`src/pkg/acs_pkg.sv`:
```
// Constants, types and register map of the conversion sequencer.
// Assumes one 50 MHz system clock and a 32-bit AHB-Lite register bus.
package acs_pkg;

    // ****************************************************************
    // Register map (byte addresses)
    // ****************************************************************
    localparam logic [7:0] CTRL_OFS = 8'h00;
    localparam logic [7:0] PINCFG_OFS = 8'h04;
    localparam logic [7:0] DIR_OFS = 8'h08;
    localparam logic [7:0] RESULT_OFS = 8'h0C;
    localparam logic [7:0] STATUS_OFS = 8'h10;
    localparam logic [7:0] IRQEN_OFS = 8'h14;
    localparam logic [7:0] PORT_OFS = 8'h18;
    localparam logic [7:0] PORTOUT_OFS = 8'h1C;

    // Control register fields
    localparam int CTRL_ON_BIT = 0;
    localparam int CTRL_GO_BIT = 2;
    localparam int CTRL_CHAN_LSB = 3;
    localparam int CTRL_CLK_LSB = 6;
    // Status register fields
    localparam int STAT_DONE_BIT = 0;
    localparam int STAT_INV_LSB = 8;

    // Reset values
    localparam logic [7:0] PINCFG_RST = 8'hFF;
    localparam logic [7:0] DIR_RST = 8'hFF;
    localparam logic [7:0] BYTE_RST = 8'h00;

    // ****************************************************************
    // Conversion clock and timing
    // ****************************************************************
    localparam logic [1:0] CLK_DIV2 = 2'h0;
    localparam logic [1:0] CLK_DIV8 = 2'h1;
    localparam logic [1:0] CLK_DIV32 = 2'h2;
    localparam logic [1:0] CLK_RC = 2'h3;
    localparam int DIV2_TOSC = 2;
    localparam int DIV8_TOSC = 8;
    localparam int DIV32_TOSC = 32;
    localparam logic [4:0] DIV2_LAST = 5'(DIV2_TOSC - 1);
    localparam logic [4:0] DIV8_LAST = 5'(DIV8_TOSC - 1);
    localparam logic [4:0] DIV32_LAST = 5'(DIV32_TOSC - 1);

    localparam real CLK_PERIOD_NS = 20.0;
    localparam real TAD_MIN_US = 1.6;
    localparam int TAD_MIN_CYC =
        int'($ceil(TAD_MIN_US * 1000.0 / CLK_PERIOD_NS));
    localparam logic [8:0] TAD_MIN_CYC9 = 9'(TAD_MIN_CYC);

    localparam int TOSC_PER_INSTR = 4;
    localparam logic [1:0] INSTR_LAST = 2'(TOSC_PER_INSTR - 1);
    localparam logic [1:0] POST_WAIT_LAST = 2'h1;
    localparam logic [3:0] LAST_BIT_PHASE = 4'h8;
    localparam logic [7:0] MSB_TRIAL = 8'h80;

    // ****************************************************************
    // Types
    // ****************************************************************
    typedef enum logic [2:0] {
        ST_OFF, ST_ACQ, ST_START_DLY, ST_CONV, ST_WAIT2, ST_PWRDN
    } acs_state_e;

    typedef struct packed {
        logic [7:0] dacCode;
        logic [2:0] chanSel;
        logic holdConnect;
        logic converterPowered;
    } acs_afe_s;

    typedef struct packed {
        acs_state_e st;
        logic convOn;
        logic goDone;
        logic [2:0] chan;
        logic [1:0] clkSel;
        logic [7:0] pinCfg;
        logic [7:0] dir;
        logic [7:0] portOut;
        logic [7:0] result;
        logic [7:0] resInv;
        logic doneFlag;
        logic irqEn;
        logic [7:0] sar;
        logic [7:0] trial;
        logic [7:0] invMask;
        logic invSeen;
        logic [3:0] phase;
        logic [4:0] divCnt;
        logic [7:0] tadLen;
        logic [2:0] rcSync;
        logic [1:0] dlyCnt;
        logic [1:0] waitCnt;
        logic wake;
        acs_afe_s afe;
        logic wrPend;
        logic [7:0] wrAddr;
        logic rdPend;
        logic [7:0] rdAddr;
        logic hreadyout;
        logic [31:0] hrdata;
    } acs_state_s;

endpackage : acs_pkg

```
`src/acs_sequencer.sv`:
```
// Conversion sequencer for an 8-bit successive-approximation converter.
// Assumes a comparator input synchronous to ref_clk and a free-running
// RC oscillator level on rcClkIn.
//
// Our own choices: the AHB-Lite register port and the placing of the registers.
`timescale 1ns/1ps
`default_nettype none

module acs_sequencer
    import acs_pkg::*;
(
    // Clock and reset
    input wire logic ref_clk,
    input wire logic rst_n,
    // AHB-Lite slave
    input wire logic hsel,
    input wire logic [31:0] haddr,
    input wire logic [1:0] htrans,
    input wire logic hwrite,
    input wire logic [2:0] hsize,
    input wire logic [31:0] hwdata,
    input wire logic hready,
    output logic hreadyout,
    output logic hresp,
    output logic [31:0] hrdata,
    // Converter front end
    input wire logic compHigh,
    input wire logic rcClkIn,
    output acs_afe_s afeOut,
    // Port pins
    input wire logic [7:0] padIn,
    output logic [7:0] padOut,
    output logic [7:0] padOeN,
    // Processor power state
    input wire logic sleepMode,
    output logic wakeUp
);

    // ****************************************************************
    // State
    // ****************************************************************
    acs_state_s s_r;
    acs_state_s s_nxt;

    logic rcTick;
    logic osTick;
    logic tadTick;
    logic rcSel;
    logic [4:0] divLast;
    logic shortTad;
    logic badBit;
    logic compIn;
    logic busy;
    logic take;
    logic ctrlWr;
    logic [31:0] wd;
    logic [7:0] sarNew;
    logic done;

    function automatic logic [31:0] readMux(input acs_state_s s,
                                            input logic [7:0] addr,
                                            input logic [7:0] pins);
        logic [31:0] v;
        v = 32'h0000_0000;
        unique case (addr)
            CTRL_OFS:
            begin
                v[CTRL_ON_BIT] = s.convOn;
                v[CTRL_GO_BIT] = s.goDone;
                v[CTRL_CHAN_LSB +: 3] = s.chan;
                v[CTRL_CLK_LSB +: 2] = s.clkSel;
            end
            PINCFG_OFS: v[7:0] = s.pinCfg;
            DIR_OFS: v[7:0] = s.dir;
            RESULT_OFS: v[7:0] = s.result;
            STATUS_OFS:
            begin
                v[STAT_DONE_BIT] = s.doneFlag;
                v[STAT_INV_LSB +: 8] = s.resInv;
            end
            IRQEN_OFS: v[0] = s.irqEn;
            PORT_OFS: v[7:0] = pins & ~s.pinCfg;
            PORTOUT_OFS: v[7:0] = s.portOut;
            default: v = 32'h0000_0000;
        endcase
        return v;
    endfunction : readMux

    // ****************************************************************
    // Next-state logic
    // ****************************************************************
    always_comb
    begin
        s_nxt = s_r;
        s_nxt.wake = 1'b0;
        wd = hwdata;
        done = 1'b0;

        // RC edges pass two flops before anything looks at them
        s_nxt.rcSync = {s_r.rcSync[1:0], rcClkIn};
        rcTick = s_r.rcSync[1] & ~s_r.rcSync[2];

        rcSel = (s_r.clkSel == CLK_RC);
        unique case (s_r.clkSel)
            CLK_DIV2: divLast = DIV2_LAST;
            CLK_DIV8: divLast = DIV8_LAST;
            CLK_DIV32: divLast = DIV32_LAST;
            default: divLast = DIV2_LAST;
        endcase
        // Compare against the current selection every cycle, so a switch
        // among divided clocks takes effect in the running period
        osTick = (s_r.divCnt >= divLast);
        s_nxt.divCnt = osTick ? 5'h00 : s_r.divCnt + 5'h01;
        tadTick = rcSel ? rcTick : osTick;

        // Bit period length in ref_clk cycles, saturating
        shortTad = ({1'b0, s_r.tadLen} + 9'h001) < TAD_MIN_CYC9;
        if (tadTick)
            s_nxt.tadLen = 8'h00;
        else if (s_r.tadLen != 8'hFF)
            s_nxt.tadLen = s_r.tadLen + 8'h01;
        badBit = s_r.invSeen | shortTad;

        // Output-direction pin feeds its own driven level
        compIn = s_r.dir[s_r.chan] ? compHigh
                                   : s_r.portOut[s_r.chan];
        sarNew = compIn ? (s_r.sar | s_r.trial) : s_r.sar;
        busy = (s_r.st == ST_START_DLY) || (s_r.st == ST_CONV);

        // ************************************************************
        // Bus: address phase, then data phase
        // ************************************************************
        take = hsel && htrans[1] && hready;
        s_nxt.wrPend = take && hwrite;
        if (take)
        begin
            s_nxt.wrAddr = haddr[7:0];
            s_nxt.rdAddr = haddr[7:0];
        end
        s_nxt.rdPend = take && !hwrite;
        s_nxt.hreadyout = !(take && !hwrite);
        if (s_r.rdPend)
            s_nxt.hrdata = readMux(s_r, s_r.rdAddr, padIn);

        ctrlWr = s_r.wrPend && (s_r.wrAddr == CTRL_OFS);
        if (s_r.wrPend)
        begin
            unique case (s_r.wrAddr)
                CTRL_OFS:
                begin
                    s_nxt.convOn = wd[CTRL_ON_BIT];
                    s_nxt.chan = wd[CTRL_CHAN_LSB +: 3];
                    s_nxt.clkSel = wd[CTRL_CLK_LSB +: 2];
                end
                PINCFG_OFS: s_nxt.pinCfg = wd[7:0];
                DIR_OFS: s_nxt.dir = wd[7:0];
                RESULT_OFS: s_nxt.result = wd[7:0];
                STATUS_OFS:
                    if (wd[STAT_DONE_BIT])
                        s_nxt.doneFlag = 1'b0;
                IRQEN_OFS: s_nxt.irqEn = wd[0];
                PORTOUT_OFS: s_nxt.portOut = wd[7:0];
                default:
                begin
                end
            endcase
        end
        // Go is only taken while idle and powered; a go written
        // together with power-on is accepted, software must not rely
        if (ctrlWr && !busy)
            s_nxt.goDone = wd[CTRL_GO_BIT] && wd[CTRL_ON_BIT];

        // ************************************************************
        // Sequencer
        // ************************************************************
        unique case (s_r.st)
            ST_OFF:
            begin
                s_nxt.afe.holdConnect = 1'b0;
                if (s_nxt.convOn)
                    s_nxt.st = ST_ACQ;
            end
            ST_ACQ:
            begin
                // Acquisition runs until go, whatever the resolution
                s_nxt.afe.holdConnect = 1'b1;
                if (s_r.goDone)
                begin
                    s_nxt.afe.holdConnect = 1'b0;
                    s_nxt.st = rcSel ? ST_START_DLY : ST_CONV;
                    s_nxt.dlyCnt = 2'h0;
                    s_nxt.phase = 4'h0;
                    s_nxt.sar = 8'h00;
                    s_nxt.trial = 8'h00;
                    s_nxt.invMask = 8'h00;
                    s_nxt.invSeen = 1'b0;
                    s_nxt.divCnt = 5'h00;
                    s_nxt.tadLen = 8'h00;
                end
            end
            ST_START_DLY:
            begin
                s_nxt.dlyCnt = s_r.dlyCnt + 2'h1;
                if (s_r.dlyCnt == INSTR_LAST)
                begin
                    s_nxt.st = ST_CONV;
                    s_nxt.tadLen = 8'h00;
                end
            end
            ST_CONV:
            begin
                if (tadTick)
                begin
                    if (s_r.phase == 4'h0)
                        s_nxt.trial = MSB_TRIAL;
                    else
                    begin
                        s_nxt.sar = sarNew;
                        s_nxt.trial = s_r.trial >> 1;
                        s_nxt.invSeen = badBit;
                        if (badBit)
                            s_nxt.invMask = s_r.invMask | s_r.trial;
                    end
                    s_nxt.phase = s_r.phase + 4'h1;
                    if (s_r.phase == LAST_BIT_PHASE)
                        done = 1'b1;
                end
                if (done)
                begin
                    // Result, go and flag move together; the flag set
                    // wins over a clear in the same cycle
                    s_nxt.result = sarNew;
                    s_nxt.resInv = badBit ? (s_r.invMask | s_r.trial)
                                          : s_r.invMask;
                    s_nxt.goDone = 1'b0;
                    s_nxt.doneFlag = 1'b1;
                    s_nxt.trial = 8'h00;
                    s_nxt.waitCnt = 2'h0;
                    s_nxt.st = ST_WAIT2;
                    if (sleepMode && s_r.irqEn)
                        s_nxt.wake = 1'b1;
                    else if (sleepMode)
                        s_nxt.st = ST_PWRDN;
                end
            end
            ST_WAIT2:
            begin
                s_nxt.afe.holdConnect = 1'b0;
                if (tadTick)
                begin
                    s_nxt.waitCnt = s_r.waitCnt + 2'h1;
                    if (s_r.waitCnt == POST_WAIT_LAST)
                        s_nxt.st = ST_ACQ;
                end
            end
            ST_PWRDN:
            begin
                s_nxt.afe.holdConnect = 1'b0;
                if (!sleepMode)
                begin
                    s_nxt.waitCnt = 2'h0;
                    s_nxt.divCnt = 5'h00;
                    s_nxt.st = ST_WAIT2;
                end
            end
        endcase

        // Software abort: a completing conversion still wins
        if (busy && ctrlWr && !wd[CTRL_GO_BIT] && !done)
        begin
            s_nxt.goDone = 1'b0;
            s_nxt.sar = 8'h00;
            s_nxt.trial = 8'h00;
            s_nxt.waitCnt = 2'h0;
            // Restart the divider so the wait spans two whole periods
            s_nxt.divCnt = 5'h00;
            s_nxt.st = ST_WAIT2;
        end
        // Sleep kills a conversion on a divided clock
        if (busy && sleepMode && !rcSel && !done)
        begin
            s_nxt.goDone = 1'b0;
            s_nxt.trial = 8'h00;
            s_nxt.st = ST_PWRDN;
        end
        // Converter off overrides state and go; a completing result and flag still land
        if (!s_nxt.convOn)
        begin
            s_nxt.goDone = 1'b0;
            s_nxt.trial = 8'h00;
            s_nxt.afe.holdConnect = 1'b0;
            s_nxt.st = ST_OFF;
        end

        // Power drops while powered down, the on bit stays set
        s_nxt.afe.converterPowered = s_nxt.convOn &&
            (s_nxt.st != ST_PWRDN);
        s_nxt.afe.dacCode = s_nxt.sar | s_nxt.trial;
        s_nxt.afe.chanSel = s_nxt.chan;
    end

    // ****************************************************************
    // Registers
    // ****************************************************************
    always_ff @(posedge ref_clk or negedge rst_n)
    begin
        if (!rst_n)
        begin
            s_r <= '0;
            s_r.st <= ST_OFF;
            s_r.pinCfg <= PINCFG_RST;
            s_r.dir <= DIR_RST;
            s_r.result <= BYTE_RST;
            s_r.hreadyout <= 1'b1;
        end
        else
            s_r <= s_nxt;
    end

    assign hreadyout = s_r.hreadyout;
    assign hresp = 1'b0;
    assign hrdata = s_r.hrdata;
    assign afeOut = s_r.afe;
    assign padOut = s_r.portOut;
    assign padOeN = s_r.dir;
    assign wakeUp = s_r.wake;

endmodule : acs_sequencer

`default_nettype wire

```
`config.mk`:
```
export PLATFORM = sky130hd
export DESIGN_NAME = acs_sequencer
export DESIGN_NICKNAME = d
export VERILOG_FILES = /design/src/pkg/acs_pkg.sv /design/src/acs_sequencer.sv
export SDC_FILE = /design/constraint.sdc
export NUM_CORES = 1
export LEC_CHECK = 0
export BUFFER_PORTS_ARGS = -buffer_cell sky130_fd_sc_hd__buf_2
export CORE_ASPECT_RATIO = 1.1
export CORE_MARGIN = 5
export CORE_UTILIZATION = 57
export CTS_BUF_LIST = sky130_fd_sc_hd__clkbuf_4
export DETAILED_ROUTE_END_ITERATION = 10
export GPL_ROUTABILITY_DRIVEN = 0
export GPL_TIMING_DRIVEN = 1
export PLACE_DENSITY = 0.83
export SLEW_MARGIN = 20
export SYNTH_ARGS = -nofsm -noshare
export SYNTH_HDL_FRONTEND = slang
export SYNTH_SLANG_ARGS = --single-unit
```
`constraint.sdc`:
```
create_clock -name ref_clk -period 3.05 [get_ports ref_clk]
set_input_delay 0.61 -clock ref_clk [delete_from_list [all_inputs] [get_ports ref_clk]]
set_output_delay 0.61 -clock ref_clk [all_outputs]
set_load 0.01 [all_outputs]
```
-- Yosys cells after proc, flatten, opt, wreduce, memory -nomap -nowiden
Cells that the tools add are included.
- flip-flop bits (word level): 139
- input bits: 85
- add/subtract/negate cells: 6
- equal/unequal tests: 27
- bitwise logic cells: 8
- muxes and demuxes: 76
- reduce and logical (&&, ||, !) cells: 39
- $lt $le $gt $ge: 3
- operators with widths (cell ; count):
    $mux 8 ; 13
    $pmux 29 s2 ; 1
    $mux 42 ; 1
    $pmux 6 s6 ; 1
    $mux 17 ; 2
    $mux 3 ; 11
    $eq 8x5->1 const B ; 4
    $mux 29 ; 1
    $mux 1 ; 25
    $or 8x8->8 ; 3
    $pmux 5 s2 ; 2
    $pmux 3 s6 ; 1
    $eq 8x4->1 const B ; 2
    $mux 16 ; 1
    $pmux 8 s2 ; 1
    $logic_and 1x1->1 ; 15
    $mux 5 ; 3
    $reduce_and 2->1 ; 7
    $mux 2 ; 5
    $add 8x1->9 const B ; 1
    $lt 9x7->1 const B ; 1
    $mux 9 ; 1
    $ne 3x3->1 const B ; 3
    $add 8x1->8 const B ; 1
    other kinds (37) ; 53

-- Logic depth before layout (Yosys ltp)
Gate-level depths: netlist of the first run.
- depth after elaboration: 14
- mapped depth: 11

-- Worst setup path before layout of the first run
No wires, ideal clock.
- kind: register to register
- start: register s_r[156] (netlist name)
- end: register s_r (netlist bit afeOut[0])
- data arrival time: 2.370 ns
- stages on the path, launching flop included: 10
- library setup time: 0.120 ns
- path buffers: 0
- path slack: 0.560 ns
- path through: dfrtp_1 inv_1 ha_1 inv_1 ha_1 a2111oi_2 o21a_2 nor3_2 or4_1 a31o_2
- RTL lines (what ; line ; RTL):
    start: declaration ; acs_sequencer.sv:42 ; acs_state_s s_r;
    start signal: assignment ; acs_sequencer.sv:317 ; s_r <= s_nxt;

==> results of run 1 <==
routing by layer:
layer | vias up | share of wire [%] | global-route usage (%)
li1 | 2486 | - | -
met2 | 254 | 50 | 38.68
met1 | 2754 | 39 | 27.94
met4 | 0 | 4.2 | 11.00
met5 | - | 0 | 0
met3 | 60 | 7.4 | 5.869
power breakdown:
part,leakage [nW],switching [mW],internal (mW)
Sequential,1.78,0.152,1.99
Combinational,1.68,0.476,0.354
Clock,0.162,0.654,0.649
Total,3.63,1.28,3.00
worst max-delay path, cell delays in order (launching register included):
cell,delay [ns]
dfrtp_1,0.39
inv_1,0.06
ha_1,0.14
inv_1,0.07
ha_1,0.34
a2111oi_2,0.42
o21a_2,0.24
nor3_2,0.06
buf_4,0.18
or4_1,0.50
a31o_2,0.26
final timing paths:
check	end	from	cells after the start	slack [ns]
setup / recovery	afeOut[0]$_DFF_PN0_	s_r[156]$_DFFE_PN0P_	10	0.29
hold / removal	s_nxt[70]$_DFF_PN0_	rcClkIn	1	0.17
setup reg to reg	afeOut[0]$_DFF_PN0_	s_r[156]$_DFFE_PN0P_	10	0.29
hold reg to reg	s_nxt[71]$_DFF_PN0_	s_nxt[70]$_DFF_PN0_	0	0.37
max in group asynchronous	s_r[150]$_DFFE_PN1P_	rst_n	3	1.68
min in group asynchronous	hrdata[15]$_DFFE_PN0P_	rst_n	2	0.51
cells in the final DEF, fill, tap and decap left out, drive strengths merged, types with 3 or more instances in the layout:
cell type,netlist,routed
a211oi,4,4
a21oi,36,36
a22oi,16,16
a31o,4,4
a31oi,18,18
a41oi,9,9
and2,10,10
and3,5,5
and3b,6,6
and4,3,3
buf,78,100
bufinv,0,4
clkbuf,15,18
clkinv,0,7
conb,1,17
dfrtp,122,122
dfstp,17,17
ha,12,12
inv,25,26
mux2,40,40
mux2i,26,26
mux4,5,5
nand2,53,53
nand2b,4,4
nand3,16,16
nand4,4,4
nor2,43,43
nor2b,5,5
nor3,23,23
nor4b,4,4
o21a,3,3
o21ai,31,31
o22ai,3,3
o32ai,8,8
xnor2,3,3
xor2,5,5
timing repair:
action	in CTS	in global routing
endpoints found under the hold margin	41	0
hold buffers	1	0
buffers inserted	0	0
area by class of cell:
class | count | area share (%)
Sequential cell | 139 | 44.88
Multi-Input combinational cell | 444 | 39.89
Timing Repair Buffer | 101 | 7.461
Tap cell | 157 | 2.519
Clock inverter | 14 | 2.279
Clock buffer | 18 | 1.733
Inverter | 25 | 1.203
Antenna cell | 1 | 0.03209
registers in the layout, indices dropped and copies added (netlist names):
signal	flops
s_r	90
hrdata	16
wakeUp	1
s_nxt	2
hreadyout	1
padOeN	8
afeOut	13
padOut	8
logic make-up (layout without fill, tap and decap cells):
kind of cell             after synthesis  after routing  share of synthesized area, %
AND/OR/NAND/NOR                      186            186                         13.47
AO/OA/AOI/OAI                        150            150                         13.94
flip-flops                           139            139                         48.24
buffers and inverters                118            158                         9.710
multiplexers                          71             71                         11.56
adder cells (fa/ha/maj)               12             12                         2.070
XOR/XNOR                               8              8                        0.9659
other                                  1             18                       0.05169
==> results.md, run 1 <==
* Outcome: complete, no violations
* Post-synth EDFFs at 0
* Starting Density at 57.87%
* Endpoints failing setup at 0
* PwrDens at 548.6 mW/mm²
* DRT Wirelength at 16,910 µm
* Layout cells sized above 1 at 27.80%
* H-tree Lvls at 4
* Worst hold slack at 0.1737 ns
* Max transition margin at 56.38%
* Synth Instances at 685
* Via density at 6.178
* Seq cells post-synth at 139
* Kind of end point of the critical path: flip-flop
* Dpl cells at 865
* Cell Area, Synth at 0.007254 mm²
* Die Span Y at 128.3 µm
* Most frequent cell after synthesis: dfrtp_1
* Async SR Flop Fraction at 100.0%
* Final period util at 90.59%
* DRC at 0
* Port-buffer cells at 79
* Overall power at 4.278 mW
* Antenna violations before repair at 1
* Post-CTS Resized at 0
* Vias in the first global route at 5,592
* Tightest Pin Transition at 0.6518 ns
* Clk_lat worst skew at 0.56 ns
* Fin worst setup slack at 0.2871 ns
* Area of placed instances at 0.007472 mm²
* Synth unique cells at 69
* Register area share after synthesis at 48.24%
* DIE WIDTH at 117.6 µm
* Post-route cell area at 0.007797 mm²
* Hold Fails Final Rpt at 0
* Drt initial violations at 656
* Root Driver: clkbuf_4
* Final Skew at 0.02781 ns
* Fin Setup TNS at 0 ns
* DRT antenna net count at 0
* Hold crit path type: primary input to flip-flop
* Place WS at 0.3199 ns
* Startpoint types: flip-flop
* LEAKAGE at 3.625 nW
* Clk sinks at 139
* Core area at 0.01254 mm²
* Ports at 149
* Synth-to-Final Area Change at 7.485%
* Final nets at 825
* CTS Buf Count at 17
* Syn. warnings at 0
* DR vias at 5,554
* Largest net degree at the start of global routing at 99
* TritonRoute pass-1 iters at 6
* Die area at 0.01509 mm²
* Register area at 0.003500 mm²
* Row cnt at 43
* Upper clock frequency limit at 361.9 MHz
* CTS tree: yes
* Syn avg cell area at 10.59 µm²
* Top cells by area, synth: dfrtp_1, buf_4, dfstp_2
* Fin util at 62.20%
* Post-synth top cells: dfrtp_1, buf_4, nand2_1
* Max-slew violation count at 0
* CP Data Arrival Time at 3.21 ns
* Fillers at 960
* Tot GR Track Use at 23.01%
* RSZ-0062 raised after global routing: no
* Worst-path fanout max at 11
* Area of the multi-input gates at 0.003110 mm²
* Max clock buf depth at 2
* Area leader, netlist: dfrtp_1
* Peak supply drop at 373.2 µV
* Worst-path clk slew at 0.11 ns
* Global route total overflow at 0
* Final Non-Filler Cells at 899
* Top_reg_cell synth: dfrtp_1
* Maxcap violations at 0
* Critical path class: flip-flop to flip-flop
* First-pass GRT wire length at 28,000 µm
* Tmin final at 2.763 ns
* Worst EP required at 3.49 ns
* Hpwl dp at 12,020 µm
* Yosys top cell area share at 42.08%
* DR WL/cell at 18.81 µm
(Power assumes the default switching activity.)
==> run 2: changes to the inputs <==
Settings changed: MAX_ROUTING_LAYER set to met4, PLACE_DENSITY 0.83 to not set, PLACE_DENSITY_LB_ADDON set to 0.1.
==> run 2 against run 1 <==
Maximum frequency up 0.17%; wire length shrank 0.11%; flip-flop and latch count is the same; hold slack worse by 0.095 ns; utilization is 0.31 points higher; sequential power barely moved; critical path type unchanged; cell count is 0.67% higher; register-to-register slack about the same; via count is 2.8% lower; setup slack better by 0.0048 ns.
==> results.md, run 2 (synthesized netlist as in run 1, its figures left out) <==
* Outcome: complete, no violations
* Antenna violations before repair at 1 (unchanged)
* Tmin final at 2.758 ns (-0.004761 ns)
* Worst-path clk slew at 0.12 ns (about the same)
* Flop pwr share at 50.1% (about the same)
* Tot GR Track Use at 23.54% (+0.53 points)
* Maxcap violations at 0 (unchanged)
* Post-CTS Setup Repair Bufs at 0 (unchanged)
* Final Skew at 0.02191 ns (-0.005899 ns)
* Startpoint types: flip-flop
* Die Span Y at 128.3 µm (unchanged)
* Family with the most delay on the worst path: compound AO/OA/AOI/OAI gates
* Max clock buf depth at 2 (unchanged)
* Most flops, register: s_r
* Area of placed instances at 0.007517 mm² (+0.60%)
* CTS tree: yes
* Most common cell after layout, fill and taps aside: dfrtp_1
* RSZ-0062 raised after global routing: no
* Peak supply drop at 365.3 µV (-2.1%)
* Hold crit path type: primary input to asynchronous set/reset pin
* DR vias at 5,398 (-2.8%)
* Max transition margin at 49.43% (-7.0 points)
* Post-route cell area at 0.007836 mm² (+0.50%)
* Global route total overflow at 0 (unchanged)
* Kind of end point of the critical path: flip-flop
* H-tree Lvls at 4 (unchanged)
* Buf/Inv on CP at 2 (-1)
* CP cell instances: inv_1 > ha_1 > inv_1 > ha_1 > a2111oi_2 > o21a_2 > nor3_2 > or4_1 > a31o_2
* LEAKAGE at 3.671 nW (+1.2%)
* Most frequent cells in the layout: dfrtp_1, buf_2, nand2_1
* Clk sinks at 139 (unchanged)
* Row cnt at 43 (unchanged)
* Post-CTS Resized at 0 (unchanged)
* Max incr delay on CP at 0.51 ns (about the same)
* Switching power at 1.246 mW (-2.8%)
* Sw frac at 29.17% (-0.80 points)
* Largest net degree at the start of global routing at 84 (-15%)
* Starting Density at 57.87% (unchanged)
* First-pass GRT wire length at 27,570 µm (-1.6%)
* DRT antenna net count at 0 (unchanged)
* PwrDens at 545.2 mW/mm² (-0.62%)
* CTS Hold Bufs at 0 (-1)
* DRT Wirelength at 16,890 µm (-0.11%)
* CP Data Arrival Time at 3.20 ns (about the same)
* TritonRoute pass-1 iters at 5 (-1)
* Worst EP required at 3.49 ns (about the same)
* Core area at 0.01254 mm² (unchanged)
* DIE WIDTH at 117.6 µm (unchanged)
* DR WL/cell at 18.67 µm (-0.77%)
* Max-slew violation count at 0 (unchanged)
* Root Driver: clkbuf_4
* Hold Fails Final Rpt at 0 (unchanged)
* Fillers at 1,050 (+9.4%)
* Hpwl dp at 12,250 µm (+1.9%)
* Ports at 149 (unchanged)
* Slowest CP cell: or4_1
* Layout cells sized above 1 at 28.82% (+1.0 points)
* Vias in the first global route at 5,334 (-4.6%)
* Via density at 5.965 (-3.5%)
* Max reg flops at 90 (unchanged)
* Internal power at 3.027 mW (+1.0%)
* DRC at 0 (unchanged)
* Logic gate share of total power at 18.8% (-0.6 points)
* Endpoints failing setup at 0 (unchanged)
* Upper clock frequency limit at 362.6 MHz (+0.17%)
* Final nets at 830 (+0.61%)
* Final period util at 90.43% (-0.16 points)
* Drt initial violations at 473 (-28%)
* Synth-to-Final Area Change at 8.020%
* Die area at 0.01509 mm² (unchanged)
* Critical path class: flip-flop to flip-flop
* CTS Buf Count at 17 (unchanged)
* Fin Setup TNS at 0 ns (unchanged)
* Tightest Pin Transition at 0.7585 ns (+0.1067 ns)
* Clock share of power at 31.0% (+0.6 points)
* Clk_lat worst skew at 0.56 ns (about the same)
* Port-buffer cells at 79 (unchanged)
* Worst-path fanout max at 8 (-3)
-- run 2: final timing paths --
kind | startpoint | endpoint | slack (ns) | depth (start not counted)
worst max register to register | s_r[156]$_DFFE_PN0P_ | afeOut[0]$_DFF_PN0_ | 0.29 | 9
worst min-delay path | rst_n | hrdata[7]$_DFFE_PN0P_ | 0.08 | 1
worst min register to register | s_nxt[70]$_DFF_PN0_ | s_nxt[71]$_DFF_PN0_ | 0.37 | 0
min in group ref_clk | rcClkIn | s_nxt[70]$_DFF_PN0_ | 0.16 | 1
max in group asynchronous | rst_n | s_r[85]$_DFFE_PN0P_ | 2.13 | 2
worst max-delay path | s_r[156]$_DFFE_PN0P_ | afeOut[0]$_DFF_PN0_ | 0.29 | 9
-- run 2: area by class of cell --
cell class / count / area (µm²) / share of cell area, %
multi-input cells: 444 / 3110 / 39.69
inverters: 25 / 93.84 / 1.198
clock inverters: 10 / 148.9 / 1.900
repair buffers: 106 / 616.8 / 7.872
well taps: 157 / 196.4 / 2.507
diodes: 2 / 5.005 / 0.06387
clock buffers: 22 / 165.2 / 2.108
flip-flops and latches: 139 / 3500 / 44.66
-- run 2: per-stage QoR --
stage                     std cells  hold WS (ns)  setup WS, ns  total power, mW  utilization [%]
after floorplan                 701        0.3144        0.5595            2.759                -
after global placement          871        0.3452        0.4008            2.950            59.97
after detailed placement        871        0.3433        0.3234            2.979            59.97
after CTS                       903       0.07974        0.2843            4.296            62.47
after global routing            905       0.08591        0.1036            4.505            62.51
final                           905       0.07911        0.2919            4.273            62.51
-- run 2: power by group through the flow --
stage	Clock (mW)	Combinational, mW	Sequential, mW
final	1.33	0.805	2.14
after global routing	1.43	0.908	2.16
after CTS	1.35	0.807	2.14
after detailed placement	0	0.804	2.18
after global placement	0	0.783	2.17
after floorplan	0	0.626	2.13
-- run 2: metal layers --
metal | part of all wire (%) | global-route usage [%]
met4 | 2.5 | 8.772
met3 | 5.2 | 5.163
met5 | 0 | -
met2 | 50 | 37.92
met1 | 42 | 29.44
==> run 3: changes to the inputs <==
Settings changed: PLACE_DENSITY_LB_ADDON 0.1 to 0.2.
==> run 3 against run 2 <==
Combinational power rose by 0.9%; sequential power about the same; wire length fell by 1.0%; via count rose by 0.17%; hold slack improved by 0.091 ns; clock power about the same; critical endpoint unchanged; highest routed layer unchanged.
==> results.md, run 3 (synthesized netlist as in run 1, its figures left out) <==
* Tightest Pin Transition at 0.7483 ns (-0.01017 ns)
* Dpl cells at 869 (-0.23%)
* CP Data Arrival Time at 3.27 ns (+0.07 ns)
* PwrDens at 543.8 mW/mm² (-0.26%)
* Area of placed instances at 0.007515 mm² (about the same)
* Place WS at 0.2730 ns (-0.05041 ns)
* DRC at 0 (unchanged)
* Worst-path fanout max at 11 (+3)
* Overall power at 4.260 mW (-0.29%)
* DRT antenna net count at 0 (unchanged)
* Startpoint types: flip-flop
* Final nets at 829 (-0.12%)
* Via density at 5.994 (+0.50%)
* Global route total overflow at 0 (unchanged)
* Logic gate share of total power at 19.1% (+0.3 points)
* H-tree Lvls at 4 (unchanged)
* Hpwl dp at 12,320 µm (+0.61%)
* Clk_lat worst skew at 0.55 ns (about the same)
* DRT Wirelength at 16,720 µm (-1.0%)
* Outcome: complete, no violations
* Vias in the first global route at 5,358 (+0.45%)
* Clk sinks at 139 (unchanged)
* Sw frac at 29.31% (+0.15 points)
* Most Used Layer, Global Route: met2
* Most flops, register: s_r
* Switching power at 1.249 mW (+0.21%)
* DR vias at 5,407 (+0.17%)
* Post-CTS Resized at 0 (unchanged)
* Hold crit path type: primary input to flip-flop
* Max clock buf depth at 2 (unchanged)
* RSZ-0062 raised after global routing: no
* DR WL/cell at 18.54 µm (-0.70%)
* TritonRoute pass-1 iters at 5 (unchanged)
* Upper clock frequency limit at 352.1 MHz (-2.9%)
* Final period util at 93.12% (+2.7 points)
* Fin Setup TNS at 0 ns (unchanged)
* Die area at 0.01509 mm² (unchanged)
* Tot GR Track Use at 23.45% (-0.086 points)
* First-pass GRT wire length at 27,610 µm (+0.17%)
* Final Skew at 0.01788 ns (-0.004031 ns)
* Final Non-Filler Cells at 902 (-0.33%)
* Worst-path clk slew at 0.12 ns (about the same)
* Antenna Cells at 0 (-2)
* Flop pwr share at 50.3% (+0.2 points)
* Starting Density at 57.87% (unchanged)
* M3 GR Usage at 5.163% (unchanged)
* Core area at 0.01254 mm² (unchanged)
* Max reg flops at 90 (unchanged)
* Worst hold slack at 0.1699 ns (+0.09077 ns)
* Fin util at 62.49% (about the same)
* Antenna violations before repair at 0 (-1)
* Row cnt at 43 (unchanged)
* Area of the multi-input gates at 0.003110 mm² (unchanged)
* Endpoints failing setup at 0 (unchanged)
* GR Util met2 at 39.25% (+1.3 points)
* Kind of end point of the critical path: flip-flop
* DIE WIDTH at 117.6 µm (unchanged)
* R2r setup slk at 0.21 ns (-0.08 ns)
* Critical path class: flip-flop to flip-flop
* Hold Fails Final Rpt at 0 (unchanged)
* Fillers at 1,035 (-1.4%)
* Synth-to-Final Area Change at 7.985% (about the same)
* Port-buffer cells at 79 (unchanged)
* Largest net degree at the start of global routing at 64 (-24%)
* Fin worst setup slack at 0.2097 ns (-0.08217 ns)
* Die Span Y at 128.3 µm (unchanged)
* Max-slew violation count at 0 (unchanged)
* Register area at 0.003500 mm² (unchanged)
* Most common cell after layout, fill and taps aside: dfrtp_1
* M1 GR Usage at 28.09% (-1.4 points)
* Internal power at 3.011 mW (-0.50%)
* CTS Buf Count at 17 (unchanged)
* Clock share of power at 30.6% (-0.4 points)
* Layout cells sized above 1 at 28.05% (-0.77 points)
* Peak supply drop at 397.7 µV (+8.9%)
* Root Driver: clkbuf_4
* CTS tree: yes
* Ports at 149 (unchanged)
* Worst EP required at 3.48 ns (about the same)
* LEAKAGE at 3.656 nW (-0.41%)
* Drt initial violations at 494 (+4.4%)
* Maxcap violations at 0 (unchanged)
* Tmin final at 2.840 ns (+0.08217 ns)
* Most frequent cells in the layout: dfrtp_1, buf_2, nand2_1
* Max transition margin at 49.83% (+0.39 points)
* Post-route cell area at 0.007834 mm² (about the same)
[run 3: worst paths after layout]
path                                       from                     to  cells past startpoint
setup / recovery           s_r[156]$_DFFE_PN0P_    afeOut[0]$_DFF_PN0_                     10
min in group asynchronous                 rst_n  hrdata[5]$_DFFE_PN0P_                      2
hold / removal                          rcClkIn    s_nxt[70]$_DFF_PN0_                      1
max in group asynchronous                 rst_n      s_r[82]$_DFF_PN0_                      3
setup reg to reg           s_r[156]$_DFFE_PN0P_    afeOut[0]$_DFF_PN0_                     10
hold reg to reg             s_nxt[70]$_DFF_PN0_    s_nxt[71]$_DFF_PN0_                      0
[run 3: metal layers]
metal  wire (µm)  share of wire [%]
met1        6697                 40
met2        8651                 52
met3         983                5.9
met4         386                2.3
met5           0                  0
[run 3: area by class of cell]
class,count,share of cell area (%)
sequential,139,44.67
clock inverter,11,1.933
clock buffer,21,2.012
timing repair buffer,105,7.970
inverter,25,1.198
tap,157,2.508
multi-input combinational,444,39.71
[run 3: timing repair]
action                                 CTS  global route
hold buffers                             1             0
endpoints found under the hold margin    1             0
setup buffers                            0             0
[run 3: power by group through the flow]
stage	Clock [mW]	Sequential, mW	Combinational [mW]
after detailed placement	0	2.18	0.808
after floorplan	0	2.13	0.626
final	1.31	2.14	0.812
after global placement	0	2.17	0.782
after global routing	1.43	2.17	0.898
after CTS	1.33	2.14	0.815
[run 3: worst max-delay path, cell delays in order (launching register included)]
cell and delay [ns]:
dfrtp_1 0.43, inv_1 0.07, ha_1 0.14, inv_1 0.05
ha_1 0.34, a2111oi_2 0.43, o21a_2 0.25, nor3_2 0.07
buf_4 0.18, or4_1 0.50, a31o_2 0.27
